### config.mk
export PLATFORM = sky130hd
export DESIGN_NAME = sdsq_top
export DESIGN_NICKNAME = d
export VERILOG_FILES = /design/src/core/sdsq_pkg.sv /design/src/core/sdsq_chan.sv /design/src/core/sdsq_sync.sv /design/src/core/sdsq_top.sv
export SDC_FILE = /design/constraint.sdc
export NUM_CORES = 1
export LEC_CHECK = 0
export BUFFER_PORTS_ARGS = -buffer_cell sky130_fd_sc_hd__buf_2
export CAP_MARGIN = 0
export CORE_ASPECT_RATIO = 0.7
export CORE_MARGIN = 2
export CORE_UTILIZATION = 60
export CTS_CLUSTER_SIZE = 10
export DETAILED_ROUTE_END_ITERATION = 8
export GPL_TIMING_DRIVEN = 0
export PLACE_DENSITY = 0.79
export SETUP_SLACK_MARGIN = 0.05
export SYNTH_ARGS = -nofsm -noshare
export SYNTH_HDL_FRONTEND = slang
export SYNTH_SLANG_ARGS = --single-unit
### constraint.sdc
create_clock -name pclk -period 3.5 [get_ports pclk]
set_input_delay 0 -clock pclk [delete_from_list [all_inputs] [get_ports pclk]]
set_output_delay 0 -clock pclk [all_outputs]
set_load 0.01 [all_outputs]
### src/core/sdsq_pkg.sv
// Constants, types and fault ranking shared by the output diagnostic sequencer.
package sdsq_pkg;

  // ==========================================================================
  // Timing
  localparam int CLK_PERIOD_NS = 100;
  localparam int CHECK_TIME_MS = 1;
  localparam int ACQ_TIME_MS = 100;
  localparam int DIAG_TIME_MS = 100;
  localparam int CHECK_CYC = CHECK_TIME_MS * 1000000 / CLK_PERIOD_NS;
  localparam int ACQ_CYC = ACQ_TIME_MS * 1000000 / CLK_PERIOD_NS;
  localparam int DIAG_CYC = DIAG_TIME_MS * 1000000 / CLK_PERIOD_NS;
  localparam logic [1:0] MIN_PEAKS = 2'h3;

  // ==========================================================================
  // Register offsets (byte addresses)
  localparam logic [7:0] OFS_CTRL1 = 8'h00;
  localparam logic [7:0] OFS_CTRL2 = 8'h04;
  localparam logic [7:0] OFS_RESULT = 8'h08;
  localparam logic [7:0] OFS_STATUS = 8'h0c;

  // ==========================================================================
  // Control fields and reset values
  localparam int C1_DIAG = 6;
  localparam int C1_OFFSET = 5;
  localparam int C1_GAIN_F = 4;
  localparam int C1_GAIN_R = 3;
  localparam int C1_UNMUTE_F = 2;
  localparam int C1_UNMUTE_R = 1;
  localparam int C1_CLIP = 0;
  localparam int C2_RUN = 4;
  localparam int C2_LINE = 3;
  localparam int C2_AC = 2;
  localparam logic [7:0] CTRL1_RST = 8'h00;
  localparam logic [7:0] CTRL2_RST = 8'h00;
  localparam logic [7:0] CTRL1_MASK = 8'h7f;
  localparam logic [7:0] CTRL2_MASK = 8'h1c;

  // ==========================================================================
  // Result byte fields, one byte per channel
  localparam int R_SGND = 0;
  localparam int R_SVS = 1;
  localparam int R_OPEN = 2;
  localparam int R_SHORT = 3;
  localparam int R_PERM = 4;
  localparam int R_TWEET = 5;
  localparam int R_DONE = 6;

  // ==========================================================================
  // State types
  typedef enum logic [1:0] {
    ST_STBY = 2'b00,
    ST_PULSE = 2'b01,
    ST_RUN = 2'b11
  } sdsq_state_type;

  typedef enum logic [1:0] {
    CH_OK = 2'b00,
    CH_CHECK = 2'b01,
    CH_DIAG = 2'b11,
    CH_RESTART = 2'b10
  } sdsq_chan_type;

  // Fault inputs {open, across, supply, gnd_sink, gnd_source}; answer {short, open, supply, gnd}.
  function automatic logic [3:0] sdsq_rank(input logic [4:0] f);
    logic [3:0] r;
    r = 4'h0;
    if (f[2])
    begin
      r = {2'b00, 1'b1, f[0]};
    end
    else if (f[0])
    begin
      r = 4'h1;
    end
    else if (f[1])
    begin
      r = f[4] ? 4'h4 : 4'h1;
    end
    else if (f[3])
    begin
      r = 4'h8;
    end
    else if (f[4])
    begin
      r = 4'h4;
    end
    return r;
  endfunction : sdsq_rank

endpackage : sdsq_pkg

### src/core/sdsq_chan.sv
// Per-channel permanent diagnostic: restart checking, overload recheck and diagnostic cycle.
`timescale 1ns/1ns
module sdsq_chan #(
  parameter int CHECK_CYCLES = sdsq_pkg::CHECK_CYC,
  parameter int DIAG_CYCLES = sdsq_pkg::DIAG_CYC
) (
  input wire logic pclk,
  input wire logic presetn,
  input wire logic run,
  input wire logic diag_mode,
  input wire logic rearm,
  input wire logic ovl,
  input wire logic [4:0] flt,
  output logic chan_off,
  output logic res_valid,
  output logic [3:0] res
);
  import sdsq_pkg::*;

  sdsq_chan_type state;
  logic [31:0] cnt;
  logic [4:0] acc;
  logic armed;

  assign chan_off = (state != CH_OK);

  always_ff @(posedge pclk or negedge presetn)
  begin
    if (!presetn)
    begin
      state <= CH_OK;
      cnt <= 32'h0;
      acc <= 5'h0;
      res_valid <= 1'b0;
      res <= 4'h0;
    end
    else
    begin
      res_valid <= 1'b0;
      cnt <= cnt + 32'h1;
      if (!run)
      begin
        state <= CH_OK;
      end
      else
      begin
        unique case (state)
          CH_OK:
          begin
            cnt <= 32'h0;
            if (ovl)
            begin
              state <= (diag_mode && armed) ? CH_CHECK : CH_RESTART;
            end
          end
          CH_CHECK:
          begin
            if (cnt == 32'(CHECK_CYCLES - 1))
            begin
              cnt <= 32'h0;
              acc <= 5'h0f;
              state <= ovl ? CH_DIAG : CH_OK;
            end
          end
          CH_DIAG:
          begin
            acc <= acc & {1'b0, flt[3:0]};
            if (cnt == 32'(DIAG_CYCLES - 1))
            begin
              cnt <= 32'h0;
              res <= sdsq_rank(acc & {1'b0, flt[3:0]});
              res_valid <= 1'b1;
              state <= CH_RESTART;
            end
          end
          CH_RESTART:
          begin
            if (cnt == 32'(CHECK_CYCLES - 1))
            begin
              cnt <= 32'h0;
              if (!ovl)
              begin
                state <= CH_OK;
              end
            end
          end
        endcase
      end
    end
  end

  // A finished cycle disarms until the next result read; the read wins a tie.
  always_ff @(posedge pclk or negedge presetn)
  begin
    if (!presetn)
    begin
      armed <= 1'b1;
    end
    else if (rearm)
    begin
      armed <= 1'b1;
    end
    else if (state == CH_DIAG && cnt == 32'(DIAG_CYCLES - 1))
    begin
      armed <= 1'b0;
    end
  end
endmodule : sdsq_chan

### src/core/sdsq_sync.sv
// Three-stage input synchroniser that accepts a change once stages two and three agree.
`timescale 1ns/1ns
module sdsq_sync #(
  parameter int WIDTH = 8
) (
  input wire logic pclk,
  input wire logic presetn,
  input wire logic [WIDTH-1:0] din,
  output logic [WIDTH-1:0] dout
);
  logic [WIDTH-1:0] s1;
  logic [WIDTH-1:0] s2;
  logic [WIDTH-1:0] s3;

  always_ff @(posedge pclk or negedge presetn)
  begin
    if (!presetn)
    begin
      s1 <= '0;
      s2 <= '0;
      s3 <= '0;
      dout <= '0;
    end
    else
    begin
      s1 <= din;
      s2 <= s1;
      s3 <= s2;
      dout <= (s2 & s3) | (dout & (s2 ^ s3));
    end
  end
endmodule : sdsq_sync

### src/core/sdsq_top.sv
// Output diagnostic sequencer: APB registers, turn-on test pulse, offset and AC checks.
// Notes on behaviour
// Leaving stand-by with diagnostics enabled runs the turn-on load test.
// Turn-on result is held; a new pulse needs a result read first.
// Test pulse runs first while the stage stays in stand-by, outputs high-Z.
// When biased, permanent checks run; turn-on result stays until a short.
// Output status is latched at the end of the pulse, about 100 ms.
// Only short-across and open thresholds follow line-driver selection.
// Permanent checks see shorts, never open load.
// Without diagnostics, a shorted channel is off and rechecked every 1 ms.
// Diagnostic mode is enabled by software and starts on overload.
// Recheck after 1 ms; clear resumes, persistent overload starts 100 ms cycle.
// After a cycle the channel restarts; next cycle armed only by a read.
// With offset detection on, DC offset beyond 2 V is flagged.
// Offset window runs from last read or enable to this read.
// Overload during a window cancels offset and AC results.
// Fewer than 3 peak pulses between enable and read flags open tweeter.
// Host supplies a test tone of at least 3 cycles.
// Multiple faults show one at a time across read and repair.
// Double faults are reported by fixed priority.
// A fault is reported only if stable for the whole period.
// Every read re-arms all cycles and returns the previous results; a read on the last turn-on pulse cycle leaves the pulse disarmed.
// Host waits 500 ms before unmute and 20 ms before stand-by.
// Host reads 200 ms after enable, or 30 ms after offset enable.
// Diagnostic enable bit set enables, cleared defeats diagnostics.
// Stand-by bit set leaves stand-by, cleared enters it.
// Results change only at cycle end and are sampled at read setup.
//
// The APB register port and the register offsets were chosen for this implementation.
`timescale 1ns/1ns
module sdsq_top #(
  parameter int CHANNELS = 4,
  parameter int CHECK_CYCLES = sdsq_pkg::CHECK_CYC,
  parameter int ACQ_CYCLES = sdsq_pkg::ACQ_CYC,
  parameter int DIAG_CYCLES = sdsq_pkg::DIAG_CYC
) (
  input wire logic pclk,
  input wire logic presetn,
  input wire logic psel,
  input wire logic penable,
  input wire logic pwrite,
  input wire logic [7:0] paddr,
  input wire logic [31:0] pwdata,
  output logic [31:0] prdata,
  output logic pready,
  output logic pslverr,
  input wire logic [CHANNELS-1:0] pin_gnd_source,
  input wire logic [CHANNELS-1:0] pin_gnd_sink,
  input wire logic [CHANNELS-1:0] pin_supply,
  input wire logic [CHANNELS-1:0] pin_across,
  input wire logic [CHANNELS-1:0] pin_open,
  input wire logic [CHANNELS-1:0] pin_overload,
  input wire logic [CHANNELS-1:0] pin_offset,
  input wire logic [CHANNELS-1:0] pin_peak,
  output logic stage_standby,
  output logic out_hiz,
  output logic test_pulse,
  output logic [CHANNELS-1:0] chan_off,
  output logic [CHANNELS-1:0] line_thr,
  output logic [CHANNELS-1:0] gain_low,
  output logic unmute_front,
  output logic unmute_rear,
  output logic clip_level_high
);
  import sdsq_pkg::*;

  // ==========================================================================
  // Input synchronisers
  logic [CHANNELS-1:0] s_so;
  logic [CHANNELS-1:0] s_sink;
  logic [CHANNELS-1:0] s_vs;
  logic [CHANNELS-1:0] s_acr;
  logic [CHANNELS-1:0] s_open;
  logic [CHANNELS-1:0] s_ovl;
  logic [CHANNELS-1:0] s_off;
  logic [CHANNELS-1:0] s_peak;
  logic [CHANNELS-1:0] peak_d;

  sdsq_sync #(
    .WIDTH(8 * CHANNELS)
  ) u_sync (
    .pclk(pclk),
    .presetn(presetn),
    .din({pin_gnd_source, pin_gnd_sink, pin_supply, pin_across,
          pin_open, pin_overload, pin_offset, pin_peak}),
    .dout({s_so, s_sink, s_vs, s_acr, s_open, s_ovl, s_off, s_peak})
  );

  // ==========================================================================
  // APB slave
  function automatic logic addr_ok(input logic [7:0] a);
    return (a == OFS_CTRL1) || (a == OFS_CTRL2) || (a == OFS_RESULT) || (a == OFS_STATUS);
  endfunction : addr_ok

  logic [7:0] ctrl1;
  logic [7:0] ctrl2;
  logic wr;
  logic rd_res;
  logic wr_c1;
  logic wr_c2;
  logic off_start;
  logic ac_start;
  logic ton_armed;
  sdsq_state_type state;
  logic [31:0] cnt;
  logic [CHANNELS-1:0][7:0] held;
  logic [CHANNELS-1:0] off_flag;
  logic [CHANNELS-1:0] tw_flag;
  logic [31:0] result_word;
  logic [31:0] status_word;

  assign pready = 1'b1;
  assign pslverr = psel && penable && !addr_ok(paddr);
  assign wr = psel && penable && pwrite && addr_ok(paddr);
  assign wr_c1 = wr && (paddr == OFS_CTRL1);
  assign wr_c2 = wr && (paddr == OFS_CTRL2);
  assign rd_res = psel && penable && !pwrite && (paddr == OFS_RESULT);
  assign off_start = wr_c1 && pwdata[C1_OFFSET] && !ctrl1[C1_OFFSET];
  assign ac_start = wr_c2 && pwdata[C2_AC] && !ctrl2[C2_AC];

  always_comb
  begin
    result_word = 32'h0;
    for (int i = 0; i < CHANNELS && i < 4; i++)
    begin
      result_word[8*i +: 8] = held[i] | {2'b00, tw_flag[i], 2'b00, off_flag[i], 2'b00};
    end
  end

  assign status_word = {24'h0, 3'h0, ctrl2[C2_AC], ctrl1[C1_OFFSET], ton_armed, state};

  always_ff @(posedge pclk or negedge presetn)
  begin
    if (!presetn)
    begin
      ctrl1 <= CTRL1_RST;
      ctrl2 <= CTRL2_RST;
    end
    else
    begin
      if (wr_c1)
      begin
        ctrl1 <= pwdata[7:0] & CTRL1_MASK;
      end
      if (wr_c2)
      begin
        ctrl2 <= pwdata[7:0] & CTRL2_MASK;
      end
    end
  end

  // Read data is captured in the setup cycle, so the access sees a stable snapshot.
  always_ff @(posedge pclk or negedge presetn)
  begin
    if (!presetn)
    begin
      prdata <= 32'h0;
    end
    else if (psel && !penable && !pwrite)
    begin
      unique case (paddr)
        OFS_CTRL1: prdata <= {24'h0, ctrl1};
        OFS_CTRL2: prdata <= {24'h0, ctrl2};
        OFS_RESULT: prdata <= result_word;
        OFS_STATUS: prdata <= status_word;
        default: prdata <= 32'h0;
      endcase
    end
  end

  // ==========================================================================
  // Turn-on sequencing
  logic [CHANNELS-1:0][4:0] ton_acc;
  logic ton_done;

  assign ton_done = (state == ST_PULSE) && (cnt == 32'(ACQ_CYCLES - 1));

  always_ff @(posedge pclk or negedge presetn)
  begin
    if (!presetn)
    begin
      state <= ST_STBY;
      cnt <= 32'h0;
    end
    else
    begin
      cnt <= cnt + 32'h1;
      unique case (state)
        ST_STBY:
        begin
          cnt <= 32'h0;
          if (ctrl2[C2_RUN])
          begin
            state <= (ctrl1[C1_DIAG] && ton_armed) ? ST_PULSE : ST_RUN;
          end
        end
        ST_PULSE:
        begin
          if (!ctrl2[C2_RUN])
          begin
            state <= ST_STBY;
          end
          else if (ton_done)
          begin
            state <= ST_RUN;
          end
        end
        ST_RUN:
        begin
          cnt <= 32'h0;
          if (!ctrl2[C2_RUN])
          begin
            state <= ST_STBY;
          end
        end
      endcase
    end
  end

  // Only a result read re-arms; a new pulse before then would hide an unread result.
  always_ff @(posedge pclk or negedge presetn)
  begin
    if (!presetn)
    begin
      ton_armed <= 1'b1;
    end
    else if (ton_done)
    begin
      ton_armed <= 1'b0;
    end
    else if (rd_res)
    begin
      ton_armed <= 1'b1;
    end
  end

  assign stage_standby = (state != ST_RUN);
  assign out_hiz = (state != ST_RUN);
  assign test_pulse = (state == ST_PULSE);
  assign unmute_front = ctrl1[C1_UNMUTE_F];
  assign unmute_rear = ctrl1[C1_UNMUTE_R];
  assign clip_level_high = ctrl1[C1_CLIP];

  // ==========================================================================
  // Per-channel logic
  genvar g;
  generate
    for (g = 0; g < CHANNELS; g++)
    begin : g_ch
      logic front;
      logic [4:0] live;
      logic perm_valid;
      logic [3:0] perm_res;
      logic off_acc;
      logic off_dis;
      logic ac_dis;
      logic [1:0] peaks;

      assign front = (g % 2) == 0;
      assign live = {s_open[g], s_acr[g], s_vs[g], s_sink[g], s_so[g]};
      assign gain_low[g] = front ? ctrl1[C1_GAIN_F] : ctrl1[C1_GAIN_R];
      assign line_thr[g] = gain_low[g] && ctrl2[C2_LINE];

      sdsq_chan #(
        .CHECK_CYCLES(CHECK_CYCLES),
        .DIAG_CYCLES(DIAG_CYCLES)
      ) u_chan (
        .pclk(pclk),
        .presetn(presetn),
        .run(state == ST_RUN),
        .diag_mode(ctrl1[C1_DIAG]),
        .rearm(rd_res),
        .ovl(s_ovl[g]),
        .flt(live),
        .chan_off(chan_off[g]),
        .res_valid(perm_valid),
        .res(perm_res)
      );

      // The pulse samples each fault across its whole top; a flicker drops it.
      always_ff @(posedge pclk or negedge presetn)
      begin
        if (!presetn)
        begin
          ton_acc[g] <= 5'h00;
        end
        else if (state != ST_PULSE)
        begin
          ton_acc[g] <= 5'h1f;
        end
        else
        begin
          ton_acc[g] <= ton_acc[g] & live;
        end
      end

      // Held result: changes only when a cycle ends; done clears on read, set wins.
      always_ff @(posedge pclk or negedge presetn)
      begin
        if (!presetn)
        begin
          held[g] <= 8'h00;
        end
        else
        begin
          if (rd_res)
          begin
            held[g][R_DONE] <= 1'b0;
          end
          if (ton_done)
          begin
            held[g] <= {1'b0, 1'b1, 2'b00, sdsq_rank(ton_acc[g] & live)};
          end
          else if (perm_valid)
          begin
            held[g] <= {1'b0, 1'b1, 1'b0, 1'b1, perm_res};
          end
        end
      end

      // Offset window: opens at enable or read, closes at the next read.
      always_ff @(posedge pclk or negedge presetn)
      begin
        if (!presetn)
        begin
          off_acc <= 1'b0;
          off_dis <= 1'b0;
          off_flag[g] <= 1'b0;
        end
        else
        begin
          if (rd_res)
          begin
            off_flag[g] <= ctrl1[C1_OFFSET] && off_acc && s_off[g] && !off_dis;
          end
          if (rd_res || off_start)
          begin
            off_acc <= 1'b1;
            off_dis <= 1'b0;
          end
          else
          begin
            off_acc <= off_acc && s_off[g];
            off_dis <= off_dis || s_ovl[g];
          end
        end
      end

      // AC check counts rising edges of the peak comparator, saturating at the minimum.
      always_ff @(posedge pclk or negedge presetn)
      begin
        if (!presetn)
        begin
          peak_d[g] <= 1'b0;
          peaks <= 2'h0;
          ac_dis <= 1'b0;
          tw_flag[g] <= 1'b0;
        end
        else
        begin
          peak_d[g] <= s_peak[g];
          if (rd_res)
          begin
            tw_flag[g] <= ctrl2[C2_AC] && !ac_dis && (peaks < MIN_PEAKS);
          end
          if (rd_res || ac_start)
          begin
            peaks <= 2'h0;
            ac_dis <= 1'b0;
          end
          else
          begin
            if (s_peak[g] && !peak_d[g] && peaks != MIN_PEAKS)
            begin
              peaks <= peaks + 2'h1;
            end
            ac_dis <= ac_dis || s_ovl[g];
          end
        end
      end
    end
  endgenerate

endmodule : sdsq_top

* Word level (Yosys, flattened, before mapping) *
Cells that the tools add are included.

word-level totals
  bits in registers = 469
  logic and storage cells = 470
  output and inout port bits = 52

cells by class
  eq/ne operators = 59
  bitwise logic cells = 16
  add/subtract/negate cells = 9
  mux-type cells = 171
  magnitude comparators = 4
  reduce and logical (&&, ||, !) cells = 137

operator list
  cell                                                   number
  two-way mux 32 bit                                     13
  one-hot mux 32 bit (3 select lines)                    4
  adder 32 x 1 -> 32 bit, second input constant          5
  == test 32 x 20 -> 1 bit, second input constant        5
  == test 32 x 14 -> 1 bit, second input constant        4
  two-way mux 4 bit                                      32
  one-hot mux 32 bit (4 select lines)                    1
  two-way mux 2 bit                                      45
  bitwise AND 32 bit                                     2
  two-way mux 8 bit                                      8
  logical AND 1 bit                                      58
  two-way mux 3 bit                                      16
  nonzero test 2 bit                                     21
  two-way mux 5 bit                                      8
  one-hot mux 5 bit (2 select lines)                     4
  two-way mux 1 bit                                      35
  inequality test 3 bit, second input constant           11
  OR 32 bit                                              1
  OR 8 x 6 -> 8 bit                                      4
  one-hot mux 2 bit (4 select lines)                     4
  XOR 32 bit                                             1
  inequality test 3 x 2 -> 1 bit, second input constant  10
  AND reduction 3 bit                                    9
  bitwise AND 5 x 4 -> 5 bit                             4
  17 further kinds                                       91

* Depth between registers and ports, before layout *
  depth in word-level cells = 10
  gate-level depth with buffers = 9
  mapped depth without buffers = 8

* Hierarchy *
Synthesis repeated with hierarchy kept, for this count alone.

unflattened totals
  cells, all modules = 1,803
  area, all modules = 20,030.5 µm²

by module, submodules not included
  module     area each (µm²)  times used  cells each
  sdsq_chan  2,353.5          4           249
  sdsq_top   6,772.7          1           615
  sdsq_sync  3,843.7          1           192

* Worst setup path after synthesis *
No wires, ideal clock.

  path type = register to register
  start = register g_ch[0].u_chan.cnt[0]
  end = register g_ch[0].u_chan.state[0]
  clock period less this slack = 2.203 ns
  buffers on the path = 0
  stages on the path, launching flop included = 8
  path slack = 1.297 ns
  setup time = 0.126 ns
  data required time = 3.374 ns
  arrival = 2.077 ns
  cell sequence = dfrtp_1 > ha_1 > and3_2 > nand3_1 > or4b_4 > a2bb2oi_4 > nand3_2 > o311a_1

between the ends
  cells in the longest elaborated chain, start to end = 3

RTL lines
  element                                                               RTL line                                           source
  start: declaration                                                    sdsq_chan.sv:21                                    logic [31:0] cnt;
  start signal: assignment                                              sdsq_chan.sv:40                                    cnt <= cnt + 32'h1;
  == test 32 x 20 -> 1 bit or == test 32 x 14 -> 1 bit (tied branches)  sdsq_chan.sv:68, sdsq_chan.sv:58, sdsq_chan.sv:78
  inequality test 3 bit (no source line)                                --
  AND reduction 5 bit (no source line) (*)                              --
  end signal: assignment                                                sdsq_chan.sv:53                                    state <= (diag_mode && armed) ? CH_CHECK : CH_RESTART;
  end signal: assignment                                                sdsq_chan.sv:62                                    state <= ovl ? CH_DIAG : CH_OK;
  end: declaration                                                      sdsq_chan.sv:20                                    sdsq_chan_type state;

Mark *: on every way between the ends. The rest lies on a longest branch, timed or not.
A chain may end at the register's enable or synchronous reset.

* Worst setup path in the final report *
  start = register state[0]
  end = output port stage_standby

between the ends
  cells in the longest elaborated chain, start to end = 1

RTL lines
  element                   RTL line         source
  start: declaration        sdsq_top.sv:104  sdsq_state_type state;
  start signal: assignment  sdsq_top.sv:194  state <= (ctrl1[C1_DIAG] && ton_armed) ? ST_PULSE : ST_RUN;
  inequality test 2 bit     sdsq_top.sv:237  assign stage_standby = (state != ST_RUN);
  end: declaration          sdsq_top.sv:55   output logic stage_standby,

No other way between the ends.

==> run_results.csv <==
group,metric,value,unit
timing,worstMarginPinSlew,927,ps
power_and_ir_drop,switching_share,0.288,
power_and_ir_drop,p_sw,3.74,mW
global_routing,grt_pass1_vias,13800,
job,cap_violations,0,
clock_network,root_buffer,"clkbuf_16",
synthesis,ys_seq_elements,450,
floorplan,start_util,0.605,
power_and_ir_drop,power.density,577,nW/um^2
clock_network,h-tree-depth,2,
routing,wl,41800,microns
setup_path,crit_fanout,11,
setup_path,reg2reg_slack,650,ps
setup_path,timing.critical_path.slowest_cell_delay,740,ps
timing,fin_crit,3030,ps
synthesis,synth_cell_types,69,
power_and_ir_drop,p_comb_frac,0.176,
status,status,"finished clean",
clock_network,cts_buffer_depth,3,
setup_path,reg2reg_depth,7,
global_routing,grt_start_max_net_pins,108,
layout,fin_area,22500,sq um
synthesis,synth_nets,1914,
floorplan,placementRows,55,
timing,setup_violations,0,
routing,final_antenna_net_count,0,
synthesis,async_flop_share,1.00,
floorplan,die-area,33800,sq um
setup_path,worstPathArrival,3030,ps
place,numPortBuffers,101,
global_routing,grt_pass1_wl,70100,microns
timing,slew_viol_final,0,
synthesis,synth_cells,1773,
place,dp_hpwl,28500,microns
min_path,hp-class,"input port to register",
timing,finClkSkew,21.6,ps
setup_path,end_kind,"output pin",
setup_path,critPathSlowestCell,"clkbuf_1",
timing,rsz0062_at_grt,"false",
routing,firstDrtPassIters,5,
synthesis,synth_area,19400,sq um
floorplan,pin_count,129,
synthesis,yosys_warnings,0,
clock_network,clkSlewWorstSetupHoldPaths,60,ps
power_and_ir_drop,p_seq_frac,0.455,
power_and_ir_drop,leakagePower,10.6,nW
synthesis,synth-edff-count,0,
setup_path,startpoint_type,"register",
setup_path,worst_ep_required_time,3500,ps
setup_path,r2r_end,"g_ch[3].u_chan.cnt[3]",
floorplan,die-height,154,microns
place,place_area,20600,sq um
min_path,hp-start,"paddr[0]",
clock_network,cts_buffers,50,
clock_network,cts_tree,"built",
setup_path,path_common_cell,"clkbuf_1",
synthesis,synthFlopType,"dfrtp_1",
timing,slew_headroom,0.382,
place,routabilityCongestion,0.861,
min_path,hold_end,"ctrl2[3]",
setup_path,worst-setup-path-type,"register to output pin",
global_routing,grt_remaining_overflow,0,
synthesis,ys_seq_area_frac,0.580,
floorplan,die_w,219,microns
global_routing,antenna_found_initial,0,
timing,finalHoldViolations,0,
timing,tns,0,ps
routing,vias_per_cell,5.68,
setup_path,r2r_start,"g_ch[3].u_chan.cnt[21]",
synthesis,postSynthAreaPerCell,10.9,sq um
routing,routedWlPerCell,17.1,microns
routing,via_count,13900,
layout,antenna_cells,0,
floorplan,core_area,32100,sq um
setup_path,crit_path_cell_trace,"ha_1 > clkbuf_1 > inv_1 > clkbuf_1 > buf_4 > buf_2",
routing,dr.first_iter.drc_count,1265,
power_and_ir_drop,ir_worst_vdd,0.401,mV
timing,period_share,0.865,
global_routing,grt_usage,0.258,
layout,area_growth_syn_to_layout,16.0,%
timing,fmax,0.330,GHz
layout,drive_gt1_frac,0.121,
clock_network,cts_sinks,450,
min_path,whs_path_depth,4,
routing,drc_errors,0,
clock_network,clk_latency,570,ps
layout,nNetsFinal,2118,
clock_network,cts_setup_buffers,0,
power_and_ir_drop,clkPwrFrac,0.369,
power_and_ir_drop,p_int,9.25,mW
==> per-stage QoR <==
| step | cells | worst slack, ps | hold slack (ps) | utilization | power (mW) |
|---|---|---|---|---|---|
| final | 2445 | 473 | 13.7 | 0.702 | 13.0 |
| after global routing | 2445 | 449 | 27.2 | 0.702 | 13.6 |
| after CTS | 2445 | 575 | 7.03 | 0.702 | 13.1 |
| after detailed placement | 2305 | 713 | 40.5 | 0.641 | 8.20 |
| after global placement | 2301 | -6290 | 108 | 0.638 | 8.06 |
| after floorplan | 1773 | 1300 | -296 | - | 7.39 |
==> registers in the layout (all words and copies together), names as in the netlist, 8 cells and up <==
| signal | count |
|---|---|
| u_sync.s3 | 32 |
| g_ch.peaks | 8 |
| g_ch.u_chan.res | 12 |
| prdata | 29 |
| cnt | 32 |
| u_sync.s1 | 32 |
| u_sync.s2 | 32 |
| g_ch.u_chan.acc | 16 |
| held | 24 |
| u_sync.dout | 32 |
| ton_acc | 20 |
| g_ch.u_chan.cnt | 128 |
| g_ch.u_chan.state | 8 |
==> worst max-delay path: cells and delay by family, from the launching register on <==
kind                       cells  cell delay [ps]
DFF                            1              420
adders and majority gates      1              210
buffers and inverters          5             1800
==> cells in the final DEF, fill, tap and decap left out, types with 20 or more instances in the layout <==
cell type / netlist / layout
a21o_1: 36 / 36
and2_1: 44 / 44
and3_1: 41 / 41
buf_2: 16 / 116
clkbuf_1: 27 / 67
clkbuf_16: 0 / 53
dfrtp_1: 445 / 445
dlygate4sd3_1: 0 / 47
ha_1: 64 / 64
inv_1: 41 / 41
mux2_2: 20 / 20
nand2_1: 196 / 196
nand3_1: 57 / 57
nand4_1: 52 / 52
nor2_1: 226 / 226
nor3_1: 20 / 20
nor4_1: 23 / 23
o21ai_0: 95 / 95
xnor2_1: 80 / 80
xor2_1: 71 / 71
==> metal layers <==
layer,wire length [microns],GRT usage,vias to the layer above
met3,2780,0.0441,73
met4,932,0.0714,0
met5,0,0,-
met2,18400,0.384,462
met1,19700,0.395,6884
li1,-,-,6479
==> cell usage after synthesis (4+ instances only) <==
library cell | number | area share
a211o_1 | 4 | 0.0018
a211oi_1 | 14 | 0.0054
a21boi_0 | 4 | 0.0015
a21o_1 | 36 | 0.014
a21oi_1 | 15 | 0.0039
a31oi_1 | 12 | 0.0039
and2_1 | 44 | 0.014
and3_1 | 41 | 0.013
and4_1 | 8 | 0.0036
buf_2 | 16 | 0.0041
buf_4 | 17 | 0.0066
buf_6 | 4 | 0.0023
clkbuf_1 | 27 | 0.0052
dfrtp_1 | 445 | 0.57
dfstp_2 | 5 | 0.0068
ha_1 | 64 | 0.041
inv_1 | 41 | 0.0079
mux2_2 | 20 | 0.012
mux2i_1 | 12 | 0.0062
nand2_1 | 196 | 0.038
nand2b_1 | 6 | 0.0019
nand3_1 | 57 | 0.015
nand4_1 | 52 | 0.017
nand4b_1 | 14 | 0.0063
nor2_1 | 226 | 0.044
nor2b_1 | 19 | 0.0061
nor3_1 | 20 | 0.0052
nor3b_1 | 7 | 0.0027
nor4_1 | 23 | 0.0074
nor4b_1 | 9 | 0.0041
nor4bb_1 | 4 | 0.0021
o21ai_0 | 95 | 0.024
o31ai_1 | 11 | 0.0043
o41ai_1 | 4 | 0.0018
or3_1 | 9 | 0.0029
xnor2_1 | 80 | 0.036
xor2_1 | 71 | 0.032
==> layout make-up <==
type	instances	area [sq um]
well taps	427	534
repair buffers	152	1100
plain buffers	67	385
clock buffers	93	1480
fillers	2306	9550
flip-flops and latches	450	11300
multi-input cells	1215	7600
inverters	41	154
==> power groups by stage <==
stage | registers (mW) | clock network (mW) | logic (mW)
finish | 5.91 | 4.79 | 2.29
global route | 5.96 | 5.12 | 2.55
CTS | 5.91 | 4.88 | 2.28
detailed placement | 5.99 | 0 | 2.21
global placement | 5.97 | 0 | 2.10
floorplan | 5.89 | 0 | 1.49
==> how the worst max path moves through the flow <==
stage | to | start | slack (ps) | cells after the start
6_report | stage_standby | state[0] | 470 | 6
5_1_grt | g_ch[3].u_chan.cnt[9] | g_ch[3].u_chan.cnt[21] | 450 | 7
4_1_cts | stage_standby | state[0] | 570 | 6
3_5_place_dp | g_ch[3].u_chan.cnt[29] | g_ch[3].u_chan.cnt[12] | 710 | 7
3_3_place_gp | u_sync.s1[22] | presetn | -6290 | 1
2_1_floorplan | g_ch[0].u_chan.state[0] | g_ch[0].u_chan.cnt[0] | 1300 | 7
==> logic make-up after synthesis <==
| group | Yosys count | share of synthesized area |
|---|---|---|
| muxes | 34 | 0.0201 |
| and+or+nand+nor | 753 | 0.192 |
| DFF | 450 | 0.580 |
| AOI/OAI and AO/OA | 212 | 0.0701 |
| adders and majority gates | 64 | 0.0413 |
| other | 1 | 0.000193 |
| xor gates and xnor gates | 151 | 0.0681 |
| buffers and inverters | 108 | 0.0278 |
==> what timing repair did <==
action	4_1_cts	5_1_grt
resized for setup	0	0
endpoints found under the setup margin	0	0
hold buffers	47	0
hold endpoints to repair	247	0
No activity file was read; power rests on OpenSTA's default activity.
